`src/common/adcss_cfg.svh`:
```
// offsets, field positions, reset values of the single sweep sequencer
`ifndef ADCSS_CFG_SVH
`define ADCSS_CFG_SVH

// ********************************************************************
// widths
// ********************************************************************
`define ADCSS_CODE_W     10
`define ADCSS_ADDR_W     10
`define ADCSS_RDATA_W    16

// ********************************************************************
// register byte addresses
// ********************************************************************
`define ADCSS_CTRL0_OFS  10'h3D6
`define ADCSS_CTRL1_OFS  10'h3D7
`define ADCSS_STAT_OFS   10'h3D0
`define ADCSS_MASK_OFS   10'h3D1
`define ADCSS_RES_BASE   10'h3C0

// ********************************************************************
// reset values
// ********************************************************************
`define ADCSS_CTRL0_RST  8'h00
`define ADCSS_CTRL1_RST  8'h00

// ********************************************************************
// field positions
// ********************************************************************
`define ADCSS_C0_INSEL   2:0
`define ADCSS_C0_MODE    4:3
`define ADCSS_C0_START   6
`define ADCSS_C0_FREQ    7
`define ADCSS_C1_GROUP   1:0
`define ADCSS_C1_EXT     2
`define ADCSS_C1_NOBIT   3
`define ADCSS_C1_FREQ    4
`define ADCSS_C1_STBY    5
`define ADCSS_MODE_SGL   2'h2
`define ADCSS_EV_DONE    0

`endif

```
`src/common/adcss_pkg.sv`:
```
// types shared by the single sweep sequencer files
`include "adcss_cfg.svh"
package adcss_pkg;
	// sequencer states
	typedef enum logic [1:0] {ADCSS_IDLE, ADCSS_ISSUE, ADCSS_WAIT} adcss_state_t;
	// register port request from software
	typedef struct packed {
		logic [`ADCSS_ADDR_W-1:0] addr;
		logic [7:0]               wdata;
		logic                     wr;
		logic                     rd;
	} adcss_bus_t;
	// conversion request to the analog core
	typedef struct packed {
		logic       go;
		logic [2:0] pin;
	} adcss_req_t;
	// conversion answer from the analog core
	typedef struct packed {
		logic                     valid;
		logic [`ADCSS_CODE_W-1:0] code;
	} adcss_rsp_t;
endpackage

```
`src/rtl/adcss_res_bank.sv`:
```
// per-pin result store, one word for each analog input
module adcss_res_bank
	import adcss_pkg::*;
#(
	parameter int W = 10,
	parameter int N = 8
) (
	input  wire logic                 core_clk,
	input  wire logic                 reset,
	input  wire logic                 wr_en,
	input  wire logic [$clog2(N)-1:0] wr_idx,
	input  wire logic [W-1:0]         wr_data,
	input  wire logic [$clog2(N)-1:0] rd_idx,
	output logic      [W-1:0]         rd_data
);
	logic [W-1:0] mem [N];  // one result word per pin

	// ****************************************************************
	// storage
	// ****************************************************************
	// cleared at reset so reads before a sweep are not unknown
	always_ff @(posedge core_clk or posedge reset) begin
		if (reset) begin
			for (int i = 0; i < N; i++) begin
				mem[i] <= '0;
			end
		end else if (wr_en) begin
			mem[wr_idx] <= wr_data;
		end
	end

	assign rd_data = mem[rd_idx];
endmodule

```
`src/rtl/adcss_irq.sv`:
```
// sticky event status, mask and level interrupt
module adcss_irq
	import adcss_pkg::*;
#(
	parameter int EV_W = 1
) (
	input  wire logic            core_clk,
	input  wire logic            reset,
	input  wire logic [EV_W-1:0] ev,
	input  wire logic            wr_stat,
	input  wire logic            wr_mask,
	input  wire logic [EV_W-1:0] wdata,
	output logic      [EV_W-1:0] stat_r,
	output logic      [EV_W-1:0] mask_r,
	output logic                 irq_r
);
	// ****************************************************************
	// status: write one to clear, a new event wins over the clear
	// ****************************************************************
	always_ff @(posedge core_clk or posedge reset) begin
		if (reset) begin
			stat_r <= '0;
		end else begin
			stat_r <= (stat_r & ~({EV_W{wr_stat}} & wdata)) | ev;
		end
	end

	// mask: a one lets the status bit reach the interrupt
	always_ff @(posedge core_clk or posedge reset) begin
		if (reset) begin
			mask_r <= '0;
		end else if (wr_mask) begin
			mask_r <= wdata;
		end
	end

	// level output, registered so it comes straight from a flop
	always_ff @(posedge core_clk or posedge reset) begin
		if (reset) begin
			irq_r <= 1'b0;
		end else begin
			irq_r <= |(stat_r & mask_r);
		end
	end
endmodule

```
`src/rtl/adcss_top.sv`:
```
// single sweep sequencer: registers, sweep control and core handshake
`include "adcss_cfg.svh"

module adcss_top
	import adcss_pkg::*;
#(
	parameter int CODE_W = `ADCSS_CODE_W
) (
	input  wire logic                      core_clk,
	input  wire logic                      reset,
	input  wire adcss_bus_t                bus,
	output logic      [`ADCSS_RDATA_W-1:0] bus_rdata,
	output adcss_req_t                     conv_req,
	input  wire adcss_rsp_t                conv_rsp,
	output logic                           converter_standby_enable,
	output logic      [1:0]                freq_sel,
	output logic                           irq
);
	// ****************************************************************
	// declarations
	// ****************************************************************
	logic [7:0]                ctrl0_r;      // first control register
	logic [7:0]                ctrl1_r;      // second control register
	adcss_state_t              state_r;      // sweep sequencer state
	adcss_state_t              state_nxt;    // its next value
	logic [2:0]                pin_r;        // pin being converted
	logic [2:0]                pin_nxt;      // its next value
	adcss_req_t                req_r;        // request to the core
	logic [`ADCSS_RDATA_W-1:0] rdata_r;      // read answer
	logic [`ADCSS_RDATA_W-1:0] rd_val;       // read mux result
	logic                      wr_c0;        // write to first control
	logic                      wr_c1;        // write to second control
	logic                      wr_stat;      // write to status
	logic                      wr_mask;      // write to mask
	logic                      start_take;   // sweep begins
	logic                      abort;        // sweep stopped by software
	logic                      res_hit;      // result window addressed
	logic                      res_store;    // core answer accepted
	logic                      sweep_done;   // last pin stored
	logic [2:0]                last_pin;     // highest pin of the group
	logic [CODE_W-1:0]         res_rd;       // result bank read word
	logic [0:0]                stat_w;       // interrupt status
	logic [0:0]                mask_w;       // interrupt mask
	logic                      irq_w;        // interrupt level

	// highest pin number that a group code covers
	function automatic logic [2:0] group_last(input logic [1:0] g);
		group_last = {g, 1'b1};
	endfunction

	// true when a byte address equals a register offset
	function automatic logic hit(
		input logic [`ADCSS_ADDR_W-1:0] a,
		input logic [`ADCSS_ADDR_W-1:0] ofs);
		hit = (a == ofs);
	endfunction

	// ****************************************************************
	// address decode
	// ****************************************************************
	assign wr_c0   = bus.wr && hit(bus.addr, `ADCSS_CTRL0_OFS);
	assign wr_c1   = bus.wr && hit(bus.addr, `ADCSS_CTRL1_OFS);
	assign wr_stat = bus.wr && hit(bus.addr, `ADCSS_STAT_OFS);
	assign wr_mask = bus.wr && hit(bus.addr, `ADCSS_MASK_OFS);
	// results sit on even addresses, two bytes apart
	assign res_hit = (bus.addr[9:4] == 6'(`ADCSS_RES_BASE >> 4)) &&
	                 !bus.addr[0];

	// ****************************************************************
	// sweep conditions
	// ****************************************************************
	assign last_pin = group_last(ctrl1_r[`ADCSS_C1_GROUP]);
	// a start needs sweep mode in the same write and the converter
	// enabled; a write of one while busy does not restart
	assign start_take = wr_c0 && bus.wdata[`ADCSS_C0_START] &&
	                    (bus.wdata[`ADCSS_C0_MODE] == `ADCSS_MODE_SGL) &&
	                    ctrl1_r[`ADCSS_C1_STBY] &&
	                    (state_r == ADCSS_IDLE);
	assign abort      = wr_c0 && !bus.wdata[`ADCSS_C0_START];
	assign res_store  = (state_r == ADCSS_WAIT) && conv_rsp.valid &&
	                    !abort;
	assign sweep_done = res_store && (pin_r == last_pin);

	// ****************************************************************
	// first control register
	// ****************************************************************
	// a software write wins over the hardware clear of the start flag
	always_ff @(posedge core_clk or posedge reset) begin
		if (reset) begin
			ctrl0_r <= `ADCSS_CTRL0_RST;
		end else if (wr_c0) begin
			ctrl0_r <= bus.wdata;
		end else if (sweep_done) begin
			ctrl0_r[`ADCSS_C0_START] <= 1'b0;
		end
	end

	// ****************************************************************
	// second control register
	// ****************************************************************
	// bit three has no storage and reads zero; reserved bits keep
	// whatever software wrote, which should be zero
	always_ff @(posedge core_clk or posedge reset) begin
		if (reset) begin
			ctrl1_r <= `ADCSS_CTRL1_RST;
		end else if (wr_c1) begin
			ctrl1_r <= bus.wdata & ~(8'h01 << `ADCSS_C1_NOBIT);
		end
	end

	// ****************************************************************
	// sweep sequencer
	// ****************************************************************
	// control writes during a sweep are taken but do not restart it;
	// the result of the pin in flight is then not guaranteed
	always_comb begin
		state_nxt = state_r;
		pin_nxt   = pin_r;
		case (state_r)
			ADCSS_IDLE: begin
				if (start_take) begin
					state_nxt = ADCSS_ISSUE;
					pin_nxt   = 3'h0;
				end
			end
			ADCSS_ISSUE: begin
				state_nxt = ADCSS_WAIT;  // request goes out now
			end
			ADCSS_WAIT: begin
				if (res_store) begin
					if (pin_r == last_pin) begin
						state_nxt = ADCSS_IDLE;
					end else begin
						state_nxt = ADCSS_ISSUE;
						pin_nxt   = pin_r + 3'h1;
					end
				end
			end
			default: begin
				state_nxt = ADCSS_IDLE;
			end
		endcase
		if (abort) begin
			state_nxt = ADCSS_IDLE;
		end
	end

	// state and pin update
	always_ff @(posedge core_clk or posedge reset) begin
		if (reset) begin
			state_r <= ADCSS_IDLE;
			pin_r   <= 3'h0;
		end else begin
			state_r <= state_nxt;
			pin_r   <= pin_nxt;
		end
	end

	// one-cycle request pulse whenever a pin is about to convert
	always_ff @(posedge core_clk or posedge reset) begin
		if (reset) begin
			req_r <= '0;
		end else begin
			req_r.go  <= (state_nxt == ADCSS_ISSUE);
			req_r.pin <= pin_nxt;
		end
	end

	// ****************************************************************
	// result bank and interrupt
	// ****************************************************************
	adcss_res_bank #(
		.W (CODE_W),
		.N (8)
	) u_bank (
		.core_clk (core_clk),
		.reset    (reset),
		.wr_en    (res_store),
		.wr_idx   (pin_r),
		.wr_data  (conv_rsp.code),
		.rd_idx   (bus.addr[3:1]),
		.rd_data  (res_rd)
	);

	adcss_irq #(
		.EV_W (1)
	) u_irq (
		.core_clk (core_clk),
		.reset    (reset),
		.ev       (sweep_done),
		.wr_stat  (wr_stat),
		.wr_mask  (wr_mask),
		.wdata    (bus.wdata[`ADCSS_EV_DONE]),
		.stat_r   (stat_w),
		.mask_r   (mask_w),
		.irq_r    (irq_w)
	);

	// ****************************************************************
	// read port
	// ****************************************************************
	// unmapped addresses read zero; data stands only one cycle
	always_comb begin
		rd_val = '0;
		if (hit(bus.addr, `ADCSS_CTRL0_OFS)) begin
			rd_val[7:0] = ctrl0_r;
		end else if (hit(bus.addr, `ADCSS_CTRL1_OFS)) begin
			rd_val[7:0] = ctrl1_r;
		end else if (hit(bus.addr, `ADCSS_STAT_OFS)) begin
			rd_val[0] = stat_w[0];
		end else if (hit(bus.addr, `ADCSS_MASK_OFS)) begin
			rd_val[0] = mask_w[0];
		end else if (res_hit) begin
			rd_val[CODE_W-1:0] = res_rd;
		end
	end

	// read answer register
	always_ff @(posedge core_clk or posedge reset) begin
		if (reset) begin
			rdata_r <= '0;
		end else begin
			rdata_r <= bus.rd ? rd_val : '0;
		end
	end

	// ****************************************************************
	// outputs
	// ****************************************************************
	assign bus_rdata                = rdata_r;
	assign conv_req                 = req_r;
	assign converter_standby_enable = ctrl1_r[`ADCSS_C1_STBY];
	assign freq_sel = {ctrl1_r[`ADCSS_C1_FREQ], ctrl0_r[`ADCSS_C0_FREQ]};
	assign irq                      = irq_w;
endmodule

```
`config.mk`:
```
export PLATFORM = sky130hd
export DESIGN_NAME = adcss_top
export DESIGN_NICKNAME = d
export VERILOG_FILES = /design/src/common/adcss_pkg.sv /design/src/rtl/adcss_res_bank.sv /design/src/rtl/adcss_irq.sv /design/src/rtl/adcss_top.sv
export VERILOG_INCLUDE_DIRS = /design/src /design/src/common
export SDC_FILE = /design/constraint.sdc
export NUM_CORES = 1
export LEC_CHECK = 0
export BUFFER_PORTS_ARGS = -buffer_cell sky130_fd_sc_hd__clkbuf_2
export CORE_ASPECT_RATIO = 0.6
export CORE_MARGIN = 2
export CORE_UTILIZATION = 35
export CTS_CLUSTER_SIZE = 20
export DETAILED_ROUTE_END_ITERATION = 12
export PLACE_DENSITY = 0.61
export REMOVE_ABC_BUFFERS = 1
export SYNTH_ARGS = -nofsm -noshare
export SYNTH_HDL_FRONTEND = slang
export SYNTH_HIERARCHICAL = 1
export SYNTH_SLANG_ARGS = --single-unit
```
`constraint.sdc`:
```
create_clock -name core_clk -period 2.81 [get_ports core_clk]
set_input_delay 0.1405 -clock core_clk [delete_from_list [all_inputs] [get_ports core_clk]]
set_output_delay 0.1405 -clock core_clk [all_outputs]
set_load 0.1 [all_outputs]
```
==> results by stage <==
Run status:
- The flow ran to the end, and the final reports show no timing, DRC or antenna violations.

Power and ir drop:
- The share of total power dissipated in combinational logic is 9.7%.
- For this design the ratio of total power to cell area is 667 nW/um^2.
- Cell internal power was estimated by the tool at 3.25 mW.
- Across the VDD grid, the largest voltage drop is 0.311 mV.
- The part of the power in registers is 42.4%.
- Summed over all nets, the switching power comes to 1.03 mW.
- The switching fraction of total power is 24.1%.
- The clock power share is 47.8%.
- The total power consumption of the routed design is 4.27 mW.
- The leakage power is 3.23 nW.

Die:
- The initial standard-cell utilization of the core is 36.2%.
- The die covers 16200 um^2.
- After floorplanning, the core was divided into 34 placement rows.
- The core box area is 14700 um^2.
- The die extent in x is 163 um.
- The I/O pin count is 57.
- The floorplan step set the die height to 99.5 um.

STA:
- The setup-violating endpoint count in the final report is 0.
- Summed over all failing endpoints, the final setup total negative slack is 0 ns.
- At the pin with the least slew margin, the transition time is 0.642 ns.
- The number of pins with negative max-slew slack in the final report is 0.
- The relative slew slack is 57.2%.
- Static timing analysis puts the maximum clock frequency at 0.467 GHz.
- For the finished layout, the period the worst path requires is 2.14 ns.
- The final cycle utilization of the critical path is 76.2%.
- The setup slack of the critical path after layout is 0.668 ns.
- Setup repair after global routing left no endpoint under its margin.
- The number of hold-slack violations in the final timing report came to 0.
- The clock skew is 0.0119 ns.

Place:
- Summed over all nets, the half-perimeter wirelength after detailed placement is 8.55 mm.
- The placed instance area is 5780 um^2.
- The setup slack after placement is 0.324 ns.
- The count of port buffers added during placement is 50.
- At the end of routability-driven placement, the weighted congestion stood at 0.878.

Route:
- The total number of vias is 3259.
- The wire length per cell is 19.7 um.
- The total iterations of the first detailed-routing run is 4.
- The number of violations reported at the end of detailed-routing iteration 0 is 247.
- In the routed design, unresolved DRC markers number 0.
- The via-per-instance ratio is 5.16.
- In this run the remaining antenna-violating nets after routing total 0.
- The post-detailed-routing wire length is 12.4 mm.

Clocking:
- At the later pin of the worst-skew pair, clock insertion delay measures 0.41 ns.
- The root buffer cell chosen for the clock tree is sky130_fd_sc_hd__clkbuf_16.
- The clock transition time at the flip-flop clock pins of the worst setup and hold paths is 0.05 ns.
- Counting the buffers created by CTS gives 17.
- Hold repair after CTS inserted 7 buffers.
- The H-tree generated during clock tree synthesis spans 4 levels.
- The longest clock path from root to sink contains 2 buffers.
- The number of gates given a new drive strength after cts is 0.
- The CTS tree is yes.
- After clock tree synthesis, the setup repair step added 0 buffers.
- The TritonCTS sink count is 114.

Min path:
- The classification of the worst-slack hold path is input port to flop.
- The endpoint of the worst hold path is ctrl1_r[4]$_DFFE_PP0P_.
- The hold-critical path depth is 2.
- The start point of the worst min-delay path is bus[6].

Synthesis:
- After synthesis, the netlist uses 46 different library cells.
- The register bit count reported by yosys is 114.
- The sequential element share of the synthesized area is 53.6%.
- In the synthesized netlist, the number of instances is 353.
- Yosys printed 6 warnings.
- The async set or reset register ratio after synthesis is 100%.
- The number of enable flip-flop cells after synthesis is 0.
- Summing every instance area after synthesis gives 5320 um^2.
- The most used flip-flop cell after synthesis is sky130_fd_sc_hd__dfrtp_1.
- The average footprint of a synthesized cell is 15.1 um^2.

Critical path:
- Data arrives at the worst endpoint at 2.43 ns.
- For the worst setup path, the data required time is 3.10 ns.
- The critical path is of the flop to flop type.
- The endpoint of the worst register-to-register path is u_bank/mem[57]$_DFFE_PP0P_.
- Of all nets on the critical path, the largest fanout is 10.
- The critical path launch point type is a flop.
- The beginning of the worst register-to-register path is state_r[0]$_DFF_PP0_.
- STA classifies the critical path endpoint as a flop.
- The setup slack of the most critical reg-to-reg path is 0.67 ns.
- For the worst flop-to-flop path, the logic depth is 5.

Finish:
- The number of diodes is 0.
- The ratio of cells with drive above 1 in the final layout is 44.0%.
- In the final layout, the multi-input gates occupy 2300 um^2.
- Relative to the synthesized area, the layout overhead comes to 20.5%.
- After routing the design area is 6410 um^2.
- The number of nets at the end of the flow is 456.
- Counting the fill cells in the layout gives 1330.
- The register cell area after layout is 2850 um^2.

Global routing:
- The number of antenna violations at the first check in global routing came to 0.
- The global route total overflow is 0.
- The via count of the first global-routing pass came to 3414.
- The first global-routing pass estimated 19.7 mm of wire.
- The pin count of the biggest net entering global routing is 81.
- The global router's overall resource usage is 16.6%.

Run:
- Max-cap violations in this run came to 0.
## layer usage
| layer | vias to the layer above | wire [um] | GRT usage (%) |
|---|---|---|---|
| met5 | - | 0 | 0 |
| met4 | 0 | 119 | 5.79 |
| met3 | 12 | 692 | 4.88 |
| met2 | 77 | 5320 | 23.0 |
| met1 | 1718 | 6320 | 24.6 |
| li1 | 1452 | - | - |
## Yosys cell counts, types with 2 or more instances
library cell | instances | area, um^2
sky130_fd_sc_hd__buf_4 | 10 | 75.1
sky130_fd_sc_hd__mux2_1 | 33 | 372
sky130_fd_sc_hd__a22oi_1 | 6 | 45.0
sky130_fd_sc_hd__nand4_1 | 2 | 12.5
sky130_fd_sc_hd__nand4b_1 | 4 | 35.0
sky130_fd_sc_hd__nor3_1 | 2 | 10.0
sky130_fd_sc_hd__mux2i_1 | 3 | 30.0
sky130_fd_sc_hd__buf_2 | 9 | 45.0
sky130_fd_sc_hd__o21ai_0 | 6 | 30.0
sky130_fd_sc_hd__nand2_1 | 4 | 15.0
sky130_fd_sc_hd__nor4_1 | 4 | 25.0
sky130_fd_sc_hd__and3_1 | 2 | 12.5
sky130_fd_sc_hd__dfrtp_1 | 114 | 2850
sky130_fd_sc_hd__and4bb_1 | 3 | 37.5
sky130_fd_sc_hd__inv_1 | 9 | 33.8
sky130_fd_sc_hd__mux2_2 | 69 | 777
sky130_fd_sc_hd__nor4b_1 | 3 | 26.3
sky130_fd_sc_hd__nor2_1 | 10 | 37.5
sky130_fd_sc_hd__nand3_1 | 4 | 20.0
sky130_fd_sc_hd__xnor2_1 | 2 | 17.5
sky130_fd_sc_hd__mux2_4 | 9 | 135
sky130_fd_sc_hd__buf_6 | 3 | 33.8
sky130_fd_sc_hd__mux4_2 | 19 | 428
## cell type report
| class | count | share of cell area, % |
|---|---|---|
| Clock inverter | 5 | 1.21 |
| Timing Repair Buffer | 69 | 6.60 |
| Inverter | 9 | 0.527 |
| Sequential cell | 114 | 44.5 |
| Clock buffer | 26 | 7.47 |
| Multi-Input combinational cell | 211 | 35.8 |
| Tap cell | 198 | 3.86 |
## cell families (layout without fill, tap and decap cells)
group,after synthesis,in the layout,share of synthesized area [%]
buffers and inverters,33,109,3.67
and+or+nand+nor,49,49,6.44
AOI/OAI and AO/OA,19,19,2.40
adders and majority gates,1,1,0.235
DFF,114,114,53.6
xor gates and xnor gates,2,2,0.329
other,1,6,0.0705
muxes,134,134,33.2
## through the flow
stage	instances	utilization [%]	hold slack, ns
finish	632	43.7	0.0128
global route	632	43.7	0.0139
CTS	632	43.7	0.00630
detailed placement	594	39.4	0.0384
global placement	594	39.4	0.0303
floorplan	334	-	-0.106
## layout by cell type (no fill, tap or decap), drive strengths merged, types with 2 or more instances in the layout
cell type and n:
inv 9, xnor2 2, and4bb 3, nand3b 2, clkinv 2, bufinv 2, or3 3, mux4 20
dlygate4sd3 7, nand4 3, dfrtp 114, nand4b 5, mux2 111, nor4 4, and3 2, nor3 2
nor2 10, clkbuf 76, o21ai 6, mux2i 3, buf 12, a22oi 6, conb 6, nand3 4
nand2 4, nor4b 3
## power groups by stage
stage          logic (mW)  clock network [mW]  registers, mW
2_1_floorplan       0.224                   0           1.87
3_3_place_gp        0.404                   0           1.83
3_5_place_dp        0.413                   0           1.84
4_1_cts             0.422                2.09           1.81
5_1_grt             0.451                2.16           1.82
6_report            0.416                2.04           1.81
## sequential cells by signal, indices dropped and copies added, names as in the netlist
name,cells
ctrl0_r,8
state_r,2
u_bank/mem,80
ctrl1_r,7
u_irq/mask_r,1
u_irq/stat_r,1
conv_req,4
u_irq/irq_r,1
bus_rdata,10
## critical path, cell delays in order, from the launching register on
cell and delay [ns]:
sky130_fd_sc_hd__dfrtp_1 0.41, sky130_fd_sc_hd__and3b_1 0.29, sky130_fd_sc_hd__nand2_1 0.11, sky130_fd_sc_hd__inv_1 0.18
sky130_fd_sc_hd__and4bb_1 0.65, sky130_fd_sc_hd__mux2_1 0.38
## worst max path at each step
| stage | start | end | cells past startpoint |
|---|---|---|---|
| finish | state_r[0]$_DFF_PP0_ | u_bank/mem[57]$_DFFE_PP0P_ | 5 |
| global route | state_r[0]$_DFF_PP0_ | u_bank/mem[59]$_DFFE_PP0P_ | 5 |
| CTS | state_r[0]$_DFF_PP0_ | u_bank/mem[57]$_DFFE_PP0P_ | 5 |
| detailed placement | bus[13] | u_bank/mem[57]$_DFFE_PP0P_ | 7 |
| global placement | bus[13] | u_bank/mem[55]$_DFFE_PP0P_ | 7 |
| floorplan | conv_req[1]$_DFFE_PP0P_ | u_bank/mem[70]$_DFFE_PP0P_ | 2 |
Power figures use the tool's default switching activity.
